`src/cmp_pkg.sv`:
```
// shared constants of the comparator output control block
package cmp_pkg;

    // largest bank the address map can hold
    localparam int unsigned MAX_CMP          = 8;

    // byte offsets on the register bus
    localparam logic [7:0]  CTRL_FIRST_BASE  = 8'h00;
    localparam logic [7:0]  CTRL_SECOND_BASE = 8'h04;
    localparam logic [7:0]  CHAN_STRIDE      = 8'h08;
    localparam logic [7:0]  ALL_RESULTS_OFF  = 8'h40;
    localparam logic [7:0]  IRQ_STATUS_OFF   = 8'h44;
    localparam logic [7:0]  IRQ_MASK_OFF     = 8'h48;

    // compare_ctrl_first field positions
    localparam int unsigned CF_ON_BIT        = 7;
    localparam int unsigned CF_OUT_BIT       = 6;
    localparam int unsigned CF_INV_BIT       = 4;
    localparam int unsigned CF_SEP_BIT       = 1;
    localparam int unsigned CF_SYNC_BIT      = 0;

    // compare_ctrl_second field positions
    localparam int unsigned CS_RISE_BIT      = 7;
    localparam int unsigned CS_FALL_BIT      = 6;

    // reset values of the control fields
    localparam logic        ON_RESET         = 1'b0;
    localparam logic        INV_RESET        = 1'b0;
    localparam logic        SEP_RESET        = 1'b0;
    localparam logic        SYNC_RESET       = 1'b0;
    localparam logic        RISE_RESET       = 1'b0;
    localparam logic        FALL_RESET       = 1'b0;
    localparam logic        MASK_RESET       = 1'b0;
    localparam logic [31:0] RDATA_RESET      = 32'h0000_0000;

endpackage

```
`src/cmp_sync2.sv`:
```
// two-stage synchroniser for asynchronous levels
`timescale 1ns/1ns
`default_nettype none

module cmp_sync2 #(
    parameter int unsigned W = 1
) (
    input  wire logic         mclk,    // instruction clock
    input  wire logic         reset_n, // async reset, active low
    input  wire logic [W-1:0] din,     // asynchronous levels
    output var  logic [W-1:0] dout     // levels on mclk
);

    typedef struct packed {
        logic [W-1:0] s1;
        logic [W-1:0] s2;
    } cmp_sync_state_t;

    cmp_sync_state_t st_q;
    cmp_sync_state_t st_d;

    generate
        if (W < 1) begin : g_chk
            $error("cmp_sync2: width must be at least one");
        end
    endgenerate

    // s1 is read only by s2
    always_comb begin
        st_d    = st_q;
        st_d.s1 = din;
        st_d.s2 = st_q.s1;
    end

    always_ff @(posedge mclk or negedge reset_n) begin
        if (!reset_n) begin
            st_q <= '0;
        end else begin
            st_q <= st_d;
        end
    end

    assign dout = st_q.s2;

endmodule // cmp_sync2

`default_nettype wire

```
`src/cmp_edge_flag.sv`:
```
// edge detectors and sticky event flags, one per comparator
`timescale 1ns/1ns
`default_nettype none

module cmp_edge_flag #(
    parameter int unsigned W = 1
) (
    input  wire logic         mclk,     // instruction clock
    input  wire logic         reset_n,  // async reset, active low
    input  wire logic [W-1:0] level,    // reported results
    input  wire logic [W-1:0] rise_en,  // rise_irq_enable per channel
    input  wire logic [W-1:0] fall_en,  // fall_irq_enable per channel
    input  wire logic [W-1:0] clear,    // write-one-to-clear pulses
    output var  logic [W-1:0] flag      // edge_event_flag per channel
);

    typedef struct packed {
        logic [W-1:0] prev;
        logic [W-1:0] flag;
    } cmp_edge_state_t;

    cmp_edge_state_t st_q;
    cmp_edge_state_t st_d;
    logic [W-1:0]    set_ev;

    always_comb begin
        set_ev  = (level & ~st_q.prev & rise_en)
                | (~level & st_q.prev & fall_en);
        st_d      = st_q;
        st_d.prev = level;
        // a new edge beats a clear in the same cycle
        st_d.flag = (st_q.flag & ~clear) | set_ev;
    end

    always_ff @(posedge mclk or negedge reset_n) begin
        if (!reset_n) begin
            st_q <= '0;
        end else begin
            st_q <= st_d;
        end
    end

    assign flag = st_q.flag;

endmodule // cmp_edge_flag

`default_nettype wire

```
`src/cmp_output_ctrl.sv`:
```
// comparator bank control, result path and register slave
`timescale 1ns/1ns
`default_nettype none

module cmp_output_ctrl #(
    parameter int unsigned N_CMP = 8
) (
    input  wire logic             mclk,                    // 100 MHz clock
    input  wire logic             reset_n,                 // async, low
    input  wire logic [7:0]       avs_address,             // byte address
    input  wire logic             avs_read,                // read request
    input  wire logic             avs_write,               // write request
    input  wire logic [31:0]      avs_writedata,           // write data
    input  wire logic [3:0]       avs_byteenable,          // byte lanes
    output var  logic [31:0]      avs_readdata,            // read data
    output var  logic             avs_waitrequest,         // stall master
    input  wire logic [N_CMP-1:0] raw_result,              // analog outs
    input  wire logic             t1_src_clk,              // timer clock
    input  wire logic [N_CMP-1:0] pin_route_select,        // pin mapped
    input  wire logic [N_CMP-1:0] pin_direction_bit,       // 1 = input
    output var  logic [N_CMP-1:0] comp_enable,             // power up
    output var  logic [N_CMP-1:0] input_separation_enable, // hysteresis
    output var  logic [N_CMP-1:0] pin_out,                 // pin level
    output var  logic [N_CMP-1:0] pin_oe,                  // pin driven
    output var  logic [N_CMP-1:0] timer_gate_src,          // gate source
    output var  logic             irq                      // level irq
);

    typedef struct packed {
        logic [N_CMP-1:0] on;
        logic [N_CMP-1:0] inv;
        logic [N_CMP-1:0] sep;
        logic [N_CMP-1:0] sync;
        logic [N_CMP-1:0] rise;
        logic [N_CMP-1:0] fall;
        logic [N_CMP-1:0] mask;
        logic [N_CMP-1:0] samp;
        logic [N_CMP-1:0] t1lat;
        logic [N_CMP-1:0] pin_out;
        logic [N_CMP-1:0] pin_oe;
        logic [N_CMP-1:0] gate;
        logic             t1_prev;
        logic             wreq;
        logic [31:0]      rdata;
        logic             irq;
    } cmp_top_state_t;

    cmp_top_state_t   st_q;
    cmp_top_state_t   st_d;

    logic [N_CMP:0]   synced;
    logic [N_CMP-1:0] raw_s;
    logic             t1_s;
    logic [N_CMP-1:0] level;
    logic [N_CMP-1:0] reported_result;
    logic [N_CMP-1:0] edge_event_flag;
    logic [N_CMP-1:0] clr;
    logic             req;
    logic             commit_wr;
    logic             lane0;
    wire  logic [N_CMP-1:0]    wr_first;
    wire  logic [N_CMP-1:0]    wr_second;
    wire  logic [N_CMP:0][7:0] rd_chain;

    generate
        if (N_CMP < 1 || N_CMP > cmp_pkg::MAX_CMP) begin : g_chk
            $error("cmp_output_ctrl: N_CMP must lie in 1..8");
        end
    endgenerate

    // raw results and the timer clock come from other domains
    cmp_sync2 #(
        .W    (N_CMP + 1)
    ) u_sync (
        .mclk    (mclk),
        .reset_n (reset_n),
        .din     ({t1_src_clk, raw_result}),
        .dout    (synced)
    );

    assign raw_s = synced[N_CMP-1:0];
    assign t1_s  = synced[N_CMP];

    // polarity applied after the per-cycle latch
    assign level = st_q.samp ^ st_q.inv;

    // timer-synchronised copy replaces the live one when sync is set
    assign reported_result = (st_q.sync & st_q.t1lat)
                           | (~st_q.sync & level);

    cmp_edge_flag #(
        .W    (N_CMP)
    ) u_edge (
        .mclk    (mclk),
        .reset_n (reset_n),
        .level   (reported_result),
        .rise_en (st_q.rise),
        .fall_en (st_q.fall),
        .clear   (clr),
        .flag    (edge_event_flag)
    );

    assign req       = avs_read | avs_write;
    assign commit_wr = avs_write & ~st_q.wreq;
    assign lane0     = avs_byteenable[0];

    // write-one-to-clear of the event flags
    assign clr = (commit_wr && lane0
                  && avs_address == cmp_pkg::IRQ_STATUS_OFF)
               ? avs_writedata[N_CMP-1:0] : '0;

    // per-channel decode; each channel answers only its own pair
    assign rd_chain[0] = 8'h00;

    generate
        for (genvar g = 0; g < N_CMP; g++) begin : g_chan
            localparam logic [7:0] A_FIRST  = 8'(cmp_pkg::CTRL_FIRST_BASE
                + cmp_pkg::CHAN_STRIDE * g);
            localparam logic [7:0] A_SECOND = 8'(cmp_pkg::CTRL_SECOND_BASE
                + cmp_pkg::CHAN_STRIDE * g);
            wire logic       hit_first;
            wire logic       hit_second;
            wire logic [7:0] word_first;
            wire logic [7:0] word_second;

            assign hit_first     = (avs_address == A_FIRST);
            assign hit_second    = (avs_address == A_SECOND);
            assign wr_first[g]  = commit_wr & lane0 & hit_first;
            assign wr_second[g] = commit_wr & lane0 & hit_second;

            // unused bit positions read zero
            assign word_first =
                  ({8{st_q.on[g]}} & (8'h01 << cmp_pkg::CF_ON_BIT))
                | ({8{reported_result[g]}} & (8'h01 << cmp_pkg::CF_OUT_BIT))
                | ({8{st_q.inv[g]}} & (8'h01 << cmp_pkg::CF_INV_BIT))
                | ({8{st_q.sep[g]}} & (8'h01 << cmp_pkg::CF_SEP_BIT))
                | ({8{st_q.sync[g]}} & (8'h01 << cmp_pkg::CF_SYNC_BIT));
            assign word_second =
                  ({8{st_q.rise[g]}} & (8'h01 << cmp_pkg::CS_RISE_BIT))
                | ({8{st_q.fall[g]}} & (8'h01 << cmp_pkg::CS_FALL_BIT));

            assign rd_chain[g+1] = rd_chain[g]
                                 | (hit_first  ? word_first  : 8'h00)
                                 | (hit_second ? word_second : 8'h00);
        end
    endgenerate

    always_comb begin
        logic [7:0] wb;
        logic [7:0] rd;
        logic       t1_fall;
        wb       = avs_writedata[7:0];
        rd       = 8'h00;
        t1_fall  = st_q.t1_prev & ~t1_s;
        st_d     = st_q;

        // disabled comparator samples low, so it reads as its inv bit; latched every cycle
        st_d.samp    = raw_s & st_q.on;
        st_d.t1_prev = t1_s;
        if (t1_fall) begin
            st_d.t1lat = level;
        end

        // pin path bypasses the timer latch
        st_d.pin_out = level;
        st_d.pin_oe  = pin_route_select
                     & ~pin_direction_bit
                     & st_q.on;
        // software keeps sync set while this gates the timer
        st_d.gate    = reported_result;
        st_d.irq     = |(edge_event_flag & st_q.mask);

        // one wait cycle, then the answer; idle high
        if (req && st_q.wreq) begin
            st_d.wreq = 1'b0;
        end else begin
            st_d.wreq = 1'b1;
        end

        // strobes are one-hot by address, so channels never mix
        st_d.on   = (st_q.on & ~wr_first)
                  | (wr_first & {N_CMP{wb[cmp_pkg::CF_ON_BIT]}});
        st_d.inv  = (st_q.inv & ~wr_first)
                  | (wr_first & {N_CMP{wb[cmp_pkg::CF_INV_BIT]}});
        st_d.sep  = (st_q.sep & ~wr_first)
                  | (wr_first & {N_CMP{wb[cmp_pkg::CF_SEP_BIT]}});
        st_d.sync = (st_q.sync & ~wr_first)
                  | (wr_first & {N_CMP{wb[cmp_pkg::CF_SYNC_BIT]}});
        st_d.rise = (st_q.rise & ~wr_second)
                  | (wr_second & {N_CMP{wb[cmp_pkg::CS_RISE_BIT]}});
        st_d.fall = (st_q.fall & ~wr_second)
                  | (wr_second & {N_CMP{wb[cmp_pkg::CS_FALL_BIT]}});
        rd        = rd_chain[N_CMP];

        if (commit_wr && lane0 && avs_address == cmp_pkg::IRQ_MASK_OFF) begin
            st_d.mask = avs_writedata[N_CMP-1:0];
        end

        // shared registers; unmapped addresses read zero
        case (avs_address)
            cmp_pkg::ALL_RESULTS_OFF: begin
                rd[N_CMP-1:0] = reported_result;
            end
            cmp_pkg::IRQ_STATUS_OFF: begin
                rd[N_CMP-1:0] = edge_event_flag;
            end
            cmp_pkg::IRQ_MASK_OFF: begin
                rd[N_CMP-1:0] = st_q.mask;
            end
            default: begin
                rd = rd;
            end
        endcase

        // data are captured while the wait cycle is shown
        if (avs_read && st_q.wreq) begin
            st_d.rdata = {24'h00_0000, rd};
        end
    end

    always_ff @(posedge mclk or negedge reset_n) begin
        if (!reset_n) begin
            st_q.on      <= {N_CMP{cmp_pkg::ON_RESET}};
            st_q.inv     <= {N_CMP{cmp_pkg::INV_RESET}};
            st_q.sep     <= {N_CMP{cmp_pkg::SEP_RESET}};
            st_q.sync    <= {N_CMP{cmp_pkg::SYNC_RESET}};
            st_q.rise    <= {N_CMP{cmp_pkg::RISE_RESET}};
            st_q.fall    <= {N_CMP{cmp_pkg::FALL_RESET}};
            st_q.mask    <= {N_CMP{cmp_pkg::MASK_RESET}};
            st_q.samp    <= '0;
            st_q.t1lat   <= '0;
            st_q.pin_out <= '0;
            st_q.pin_oe  <= '0;
            st_q.gate    <= '0;
            st_q.t1_prev <= 1'b0;
            st_q.wreq    <= 1'b1;
            st_q.rdata   <= cmp_pkg::RDATA_RESET;
            st_q.irq     <= 1'b0;
        end else begin
            st_q <= st_d;
        end
    end

    // the analog cores take enable and separation straight from flops
    assign comp_enable             = st_q.on;
    assign input_separation_enable = st_q.sep;
    assign pin_out                 = st_q.pin_out;
    assign pin_oe                  = st_q.pin_oe;
    assign timer_gate_src          = st_q.gate;
    assign avs_readdata            = st_q.rdata;
    assign avs_waitrequest         = st_q.wreq;
    assign irq                     = st_q.irq;

endmodule // cmp_output_ctrl

`default_nettype wire

```
`config.mk`:
```
export PLATFORM = sky130hd
export DESIGN_NAME = cmp_output_ctrl
export DESIGN_NICKNAME = d
export VERILOG_FILES = /design/src/cmp_pkg.sv /design/src/cmp_sync2.sv /design/src/cmp_edge_flag.sv /design/src/cmp_output_ctrl.sv
export SDC_FILE = /design/constraint.sdc
export NUM_CORES = 1
export LEC_CHECK = 0
export ABC_AREA = 0
export BUFFER_PORTS_ARGS = -buffer_cell sky130_fd_sc_hd__buf_2
export CAP_MARGIN = 20
export CORE_MARGIN = 1
export CORE_UTILIZATION = 52
export CTS_BUF_LIST = sky130_fd_sc_hd__clkbuf_8
export DETAILED_ROUTE_END_ITERATION = 12
export HOLD_SLACK_MARGIN = 0.03
export PLACE_DENSITY = 0.83
export SLEW_MARGIN = 25
export SYNTH_ARGS = -nofsm -noshare
export SYNTH_HDL_FRONTEND = slang
export SYNTH_SLANG_ARGS = --single-unit
```
`constraint.sdc`:
```
create_clock -name mclk -period 2.37 [get_ports mclk]
set_clock_uncertainty 0.05 [all_clocks]
set_input_delay 0 -clock mclk [delete_from_list [all_inputs] [get_ports mclk]]
set_output_delay 0 -clock mclk [all_outputs]
set_load 0.02 [all_outputs]
```
==> results of run 1 <==
-- cell usage in the layout (no fill, tap or decap), types with 5 or more instances in the layout --
master                          instances
sky130_fd_sc_hd__dfrtp_1              132
sky130_fd_sc_hd__buf_2                 94
sky130_fd_sc_hd__mux2_2                57
sky130_fd_sc_hd__dlygate4sd3_1         42
sky130_fd_sc_hd__nand2_1               33
sky130_fd_sc_hd__conb_1                24
sky130_fd_sc_hd__nor2_1                22
sky130_fd_sc_hd__o21ai_0               21
sky130_fd_sc_hd__mux2i_1               19
sky130_fd_sc_hd__clkbuf_8              17
sky130_fd_sc_hd__buf_4                 16
sky130_fd_sc_hd__inv_1                 12
sky130_fd_sc_hd__nand3_1               12
sky130_fd_sc_hd__and2_1                10
sky130_fd_sc_hd__a21boi_0              10
sky130_fd_sc_hd__xor2_1                 8
sky130_fd_sc_hd__nor3b_1                8
sky130_fd_sc_hd__a311o_1                8
sky130_fd_sc_hd__a22oi_1                8
sky130_fd_sc_hd__mux2_4                 8
sky130_fd_sc_hd__nor3_1                 7
sky130_fd_sc_hd__a21oi_1                7
sky130_fd_sc_hd__a2bb2oi_1              6
sky130_fd_sc_hd__o22ai_1                5
sky130_fd_sc_hd__clkinvlp_4             5
-- synth_stat cells (2+ instances only) --
master                      instances  area (µm²)
sky130_fd_sc_hd__a211oi_1           2        15.0
sky130_fd_sc_hd__nor4_1             3        18.8
sky130_fd_sc_hd__nand3_1           12        60.1
sky130_fd_sc_hd__buf_6              3        33.8
sky130_fd_sc_hd__o2bb2ai_1          2        17.5
sky130_fd_sc_hd__a31oi_1            2        12.5
sky130_fd_sc_hd__mux2_4             8         120
sky130_fd_sc_hd__and2_1            10        62.6
sky130_fd_sc_hd__nor3b_1            8        60.1
sky130_fd_sc_hd__o211ai_1           3        22.5
sky130_fd_sc_hd__a21oi_1            7        35.0
sky130_fd_sc_hd__buf_2              2        10.0
sky130_fd_sc_hd__nor2b_1            2        12.5
sky130_fd_sc_hd__a2bb2oi_1          6        52.6
sky130_fd_sc_hd__mux2i_1           19         190
sky130_fd_sc_hd__o22ai_1            5        31.3
sky130_fd_sc_hd__nor3_2             2        20.0
sky130_fd_sc_hd__a22oi_1            8        60.1
sky130_fd_sc_hd__or3_1              2        12.5
sky130_fd_sc_hd__nand4_1            4        25.0
sky130_fd_sc_hd__xor2_1             8        70.1
sky130_fd_sc_hd__nand2b_1           4        25.0
sky130_fd_sc_hd__nor2_1            22        82.6
sky130_fd_sc_hd__buf_4             72         541
sky130_fd_sc_hd__inv_1             10        37.5
sky130_fd_sc_hd__mux2_2            57         642
sky130_fd_sc_hd__o2111ai_1          2        17.5
sky130_fd_sc_hd__clkbuf_1          12        45.0
sky130_fd_sc_hd__a21boi_0          10        75.1
sky130_fd_sc_hd__nand2_1           33         124
sky130_fd_sc_hd__buf_1              2        7.51
sky130_fd_sc_hd__dfrtp_1          132        3300
sky130_fd_sc_hd__a311o_1            8        80.1
sky130_fd_sc_hd__o21ai_0           21         105
sky130_fd_sc_hd__nor3_1             7        35.0
sky130_fd_sc_hd__a21o_1             3        22.5
-- critical path, stage by stage --
cell                            delay, ps
sky130_fd_sc_hd__dlygate4sd3_1        540
sky130_fd_sc_hd__buf_2                130
sky130_fd_sc_hd__or4b_1               590
sky130_fd_sc_hd__or3_1                690
sky130_fd_sc_hd__mux2_4               400
-- final cells by class --
cell class	instances	area (µm²)
Clock buffer	17	234
Clock inverter	15	133
Fill cell	922	4230
Inverter	10	37.5
Multi-Input combinational cell	319	2360
Sequential cell	133	3330
Tap cell	143	179
Timing Repair Buffer	155	1060
-- stage by stage --
stage          setup slack, ps  area, µm²  total power, µW  hold WS [ps]
6_report                   308       7330             4580          52.7
5_1_grt                    229       7330             4750          61.1
4_1_cts                    337       7330             4610          36.4
3_5_place_dp               389       6520             2810          -100
3_3_place_gp               437       6520             2800          -104
2_1_floorplan              613       6360             2680          -346
-- metal layers --
layer  GRT usage  vias to the layer above  share of wire
met1       0.331                     2191           0.42
met3      0.0588                       25          0.065
met4       0.113                        0          0.023
li1            -                     1994              -
met5           0                        -              0
met2       0.418                      185           0.49
-- power groups by stage --
stage	registers [µW]	clock network, µW	logic [µW]
finish	2370	1760	446
detailed placement	2420	0	393
floorplan	2400	0	277
CTS	2370	1800	445
global route	2380	1890	481
global placement	2410	0	386
-- cell families after synthesis --
logic type,synth area share
and+or+nand+nor,0.0977
DFF,0.531
muxes,0.155
buffers and inverters,0.107
AOI/OAI and AO/OA,0.0969
xor gates and xnor gates,0.0112
other,0.000598
-- worst paths after layout --
path | startpoint | to | slack [ps] | depth (start not counted)
worst max-delay path | avs_address[5] | st_q[80] | 310 | 5
worst min-delay path | reset_n | pin_out[4] | 50 | 3
worst max register to register | avs_waitrequest | st_q[80] | 410 | 4
worst min register to register | u_sync.st_d[6] | u_sync.dout[6] | 300 | 0
max in group asynchronous | reset_n | async pin | 1880 | 3
min in group mclk | avs_writedata[7] | register | 70 | 2
==> flow_results.org, run 1 <==
** Clock network
- Clock transition time at the flip-flop clock pins of the worst setup and hold paths :: approximately 80 ps
- Counting the buffers created by CTS gives 17.
- After clock tree synthesis, the setup repair step added 0 buffers.
- CTS hold repair buffers :: between 40 and 50
- The root buffer cell chosen for the clock tree is sky130_fd_sc_hd__clkbuf_8.
- TritonCTS built the clock tree.
- Post-CTS repair changed the size of 0 cells.
- Deepest level of the CTS H-tree :: 4
- The tree built by TritonCTS fans out to about 130 sinks.
- Max clock buf depth :: 2
- Clock insertion delay at the later pin of the skew report :: 460 ps

** Yosys
- For this run, the register share of the synthesized area comes to 0.531.
- In the synthesized netlist the async set-or-reset flop fraction comes to 1.00.
- Cell variety after synth :: between 50 and 60
- Cell count after synthesis :: 530
- Each instance of the synthesized netlist takes up on average 11.8 µm².
- Yosys reg bits :: approximately 130
- Number of enable-type register cells in the synthesized netlist :: 0
- The synthesized netlist occupies a cell area of 6270 µm².
- Top flip-flop cell by instance count after synthesis :: sky130_fd_sc_hd__dfrtp_1
- Synthesis warning total :: 0

** Power
- Dividing total power by cell area gives a power density of 624 nW/µm².
- The share of total power dissipated in the clock network is 0.384.
- The worst-case IR drop observed on VDD is 806 µV.
- In this run the power spent charging and discharging nets is 1240 µW.
- The analysis attributes to cell leakage a power of 0.00372 µW.
- The share of total power dissipated in sequential elements is 0.518.
- Of the total power, combinational logic draws 0.098.
- Of the total power, the share spent switching nets is 0.272.
- The internal power of the cells totals ~3300 µW.

** Critical path
- CP required :: 2670 ps
- The critical path is of the in -> reg type.
- Crit path capture type :: register
- STA classifies the critical path startpoint as a primary input.
- CP arrival :: 2360 ps
- In this run the worst path has a maximum fanout of 8.

** Die
- The die covers 12500 µm².
- The floorplan has 39 rows.
- Chip Width :: roughly 110 µm
- For this configuration, the core starts out at a cell density of 0.542.
- The core region is 11600 µm².
- Die height :: roughly 110 µm
- For this design the top-level I/O count stands at 147.

** Hold path
- Type of the worst min-delay path :: in -> async

** Layout
- Number of nets in the final layout :: 709
- Area overhead of the layout relative to synthesis :: 16.9%
- Final core area utilization :: 0.634
- Antenna Diode Count :: 0
- Proportion of layout cells with a drive suffix above 1 :: 0.331
- Post-layout instance count excluding filler cells :: 792

** Global routing
- The first global-routing pass estimated about 24000 µm of wire.
- In the global route stage, overall resource usage came out at 0.257.
- Entering global routing, the biggest net connects 61 pins.
- For this run the aggregate overflow at the end of global routing stands at 0.
- The initial antenna violation count came to 0.
- Vias in the first global route :: 4469

** Route
- DRC :: 8
- Via-to-Cell Ratio :: around 5.5
- Summing over every cut layer, the via total after detailed routing is 4395.
- In this run the remaining antenna-violating nets after routing total 0.
- Routed WL :: 15200 µm
- Drt pass-1 iters :: 9
- Violation count after the first detailed-route iteration :: 264
- After detailed routing, the average wire length per cell comes to roughly 19 µm.

** Run status
- Failing checks :: design-rule violations
- Status :: finished with violations

** STA
- The max-slew violation total from the final report came to 0.
- Final period demand of the worst path :: approximately 2100 ps
- The worst pin sits at a relative slew slack of 0.522.
- Measured slew at the worst slew-check pin :: 697 ps
- Timing would allow up to 485 MHz.
- Of the available clock period, the critical path in the final layout requires 0.870.
- Setup violations remaining at the end of the flow were counted as 0.
- Number of failing hold endpoints at the final stage :: 0
- RSZ-0062 raised after global routing :: false
- Setup tns final :: 0 ps

** Job
- Max-cap check violation count :: 0

** Placed design
- In this run, placement finished with an instance count of 717.
- Port buffering added 95 buffers.
- Routability-driven placement finished with a final weighted congestion of 0.944.
- Sum of net half-perimeters after detailed placement :: 10700 µm
No activity file was read; power rests on OpenSTA's default activity.
==> run 2: changes to the inputs <==
==> constraint.sdc (replaced) <==
create_clock -name mclk -period 2.37 [get_ports mclk]
set_clock_uncertainty 0.05 [all_clocks]
set_input_delay 0.474 -clock mclk [delete_from_list [all_inputs] [get_ports mclk]]
set_output_delay 0.474 -clock mclk [all_outputs]
set_load 0.02 [all_outputs]
==> run 2 against run 1 <==
  * The flow still finishes with violations (design-rule violations)
  * Critical path depth unchanged
  * Non-clock buffer count decreased by 26
  * Maximum frequency decreased by 1.8%
  * Design area decreased by 3.4%
  * Clock power increased by 8%
  * Hold slack improved by 16 ps
  * Total power increased by 2.3%
  * Critical endpoint is now avs_readdata[6]
==> flow_results.org, run 2 (synthesis results as in run 1) <==
** Global routing
- Global-route met3 utilization :: 0.0702
- GRT met1 Usage :: 0.327
- GRT Max-Usage Layer :: met2
- The total overflow left after global routing is 0.
- Vias in the first global route :: 4348
- In the global route stage, met2 resource usage came out at 0.402.
- The initial antenna violation count was 0.
- The first global-routing pass estimated 23200 µm of wire.
- For this run, the total global-route usage over all layers was measured as 0.252.
- Entering global routing, the biggest net connects 59 pins.

** Clock network
- TritonCTS built the clock tree.
- Count of instances resized after the clock tree is built :: 0
- Clock latency on the worst-skew pair, taken at its later pin, is 450 ps.
- The clock net in this run drives a total of 133 sinks.
- Deepest level of the CTS H-tree :: 4
- Clock tree synthesis selected as its root buffer the cell sky130_fd_sc_hd__clkbuf_8.
- Max clock buf depth :: 2
- After clock tree synthesis, the clock-pin slew on the worst setup and hold paths is 80 ps.
- TritonCTS created 17 clock buffers.

** Critical path
- By startpoint and endpoint, the worst setup path is classified as reg -> reg.
- At the worst endpoint, the arrival time is 2350 ps.
- CP required :: 2620 ps
- Crit path capture type :: register
- In this run the worst path has a maximum fanout of 5.
- Crit start category :: register

** Route
- The pre-antenna-repair detailed-routing pass consisted of 11 iterations.
- DRC :: 8
- Once detail routing completed, the nets flagged for antenna violations numbered 0.
- After detailed routing, the number of vias per cell comes to 5.67.
- The final route contains 4340 vias.
- Violation count after the first detailed-route iteration :: 378
- Routed WL :: 14800 µm
- In the final routed layout, each cell accounts on average for 19.4 µm.

** Layout
- Area overhead of the layout relative to synthesis :: 12.8%
- The sequential cells in the finished layout cover a total of 3330 µm².
- Highest-count cells in the layout ignoring fill and taps :: 132 x sky130_fd_sc_hd__dfrtp_1, 94 x sky130_fd_sc_hd__buf_2, 57 x sky130_fd_sc_hd__mux2_2
- After routing the design area is 7080 µm².
- Antenna Diode Count :: 0
- In the final layout, the share of cells above drive strength 1 is 0.371.
- The library cell used most frequently in the layout, excluding fill and tap cells, is sky130_fd_sc_hd__dfrtp_1.
- In the final layout, the multi-input gates occupy 2360 µm².
- The layout has 922 filler cells.
- At the end of the flow, the number of nets in the layout was 683.

** Run status
- The run finished, with violations left.
- Failing checks :: design-rule violations

** Power
- The internal portion of the total power is about 3400 µW.
- Proportion of total power due to net switching :: 0.265
- For this design the static power due to leakage is 0.00362 µW.
- Of the total power, the clock network draws 0.405.
- Power per cell area :: 661 nW/µm²
- The completed layout was analyzed and its total power is 4680 µW.
- Net Switching :: 1240 µW
- The worst-case IR drop observed on VDD is 711 µV.
- Register share of total power :: 0.506
- Of the total power, combinational logic draws 0.089.

** Die
- Die height :: roughly 110 µm
- Standard-cell rows :: 39
- Core region area :: roughly 12000 µm²
- For this configuration, the core starts out at a cell density of 0.542.
- Chip Width :: 112 µm
- The die covers 12500 µm².
- I/O pin cnt :: between 100 and 150

** STA
- Setup tns final :: 0 ps
- RSZ-0062 raised after global routing :: false
- Measured slew at the worst slew-check pin :: 821 ps
- For this run, the top clock speed supported by timing is between 400 and 500 MHz.
- Across all setup checks in the final design, the least slack found is approximately 270 ps.
- Number of failing hold endpoints at the final stage :: 0
- In this run the tightest slew margin relative to its limit is 0.447.
- Setup violations remaining at the end of the flow were counted as 0.
- Dividing the final minimum period by the clock period gives 0.886.
- The clock period could shrink to between 2000 and 2500 ps.
- Final hold slack :: ~70 ps
- The max-slew violation total from the final report was 0.

** Hold path
- Type of the worst min-delay path :: in -> reg
- Worst Hold Launch :: raw_result[2]

** Placed design
- Sum of net half-perimeters after detailed placement :: 10700 µm
- Weighted congestion reported at the end of routability-driven placement :: 0.967
- During placement, the flow inserted port buffers numbering 95.
- Before CTS, the worst setup slack after placement is 15.7 ps.
- Post-place instance area :: 6670 µm²

** Job
- Max-cap check violation count :: 0
-- run 2: path summary, 6_finish.rpt --
kind	endpoint	slack [ps]	cells past startpoint
worst max-delay path	avs_readdata[6]	270	5
worst min-delay path	u_sync.st_d[2]	70	1
worst max register to register	avs_readdata[6]	270	5
worst min register to register	u_sync.dout[4]	300	0
max in group asynchronous	avs_waitrequest	1090	3
min in group asynchronous	st_q[75]	510	2
-- run 2: metrics by stage --
step / instances / utilization
detailed placement: 733 / 0.577
floorplan: 553 / -
global route: 766 / 0.612
finish: 766 / 0.612
CTS: 766 / 0.612
global placement: 733 / 0.577
-- run 2: worst max-delay path, cell delays in order (launching register included) --
cell and delay (ps):
sky130_fd_sc_hd__dfrtp_1 430, sky130_fd_sc_hd__xor2_1 190, sky130_fd_sc_hd__mux2i_1 620, sky130_fd_sc_hd__nor3_1 110, sky130_fd_sc_hd__o311ai_0 350, sky130_fd_sc_hd__a31oi_1 190
-- run 2: what timing repair did --
action | CTS | global route
hold endpoints to repair | 53 | 0
buffers inserted | 0 | 0
hold buffers | 1 | 0
-- run 2: area by class of cell --
class                      instances  share of cell area
sequential                       133               0.470
clock buffer                      18              0.0350
timing repair buffer             129               0.110
tap                              143              0.0253
multi-input combinational        319               0.333
clock inverter                    14              0.0216
inverter                          10             0.00530
-- run 2: power groups by stage --
stage | sequential [µW] | combinational [µW] | clock (µW)
after floorplan | 2400 | 277 | 0
after global placement | 2410 | 403 | 0
after detailed placement | 2410 | 411 | 0
after CTS | 2370 | 413 | 1930
after global routing | 2380 | 447 | 2030
final | 2370 | 415 | 1900
-- run 2: per-layer routing --
metal | vias to the layer above | share of wire
met4 | 0 | 0.017
met2 | 196 | 0.49
met1 | 2184 | 0.42
met3 | 17 | 0.070
met5 | - | 0
li1 | 1943 | -
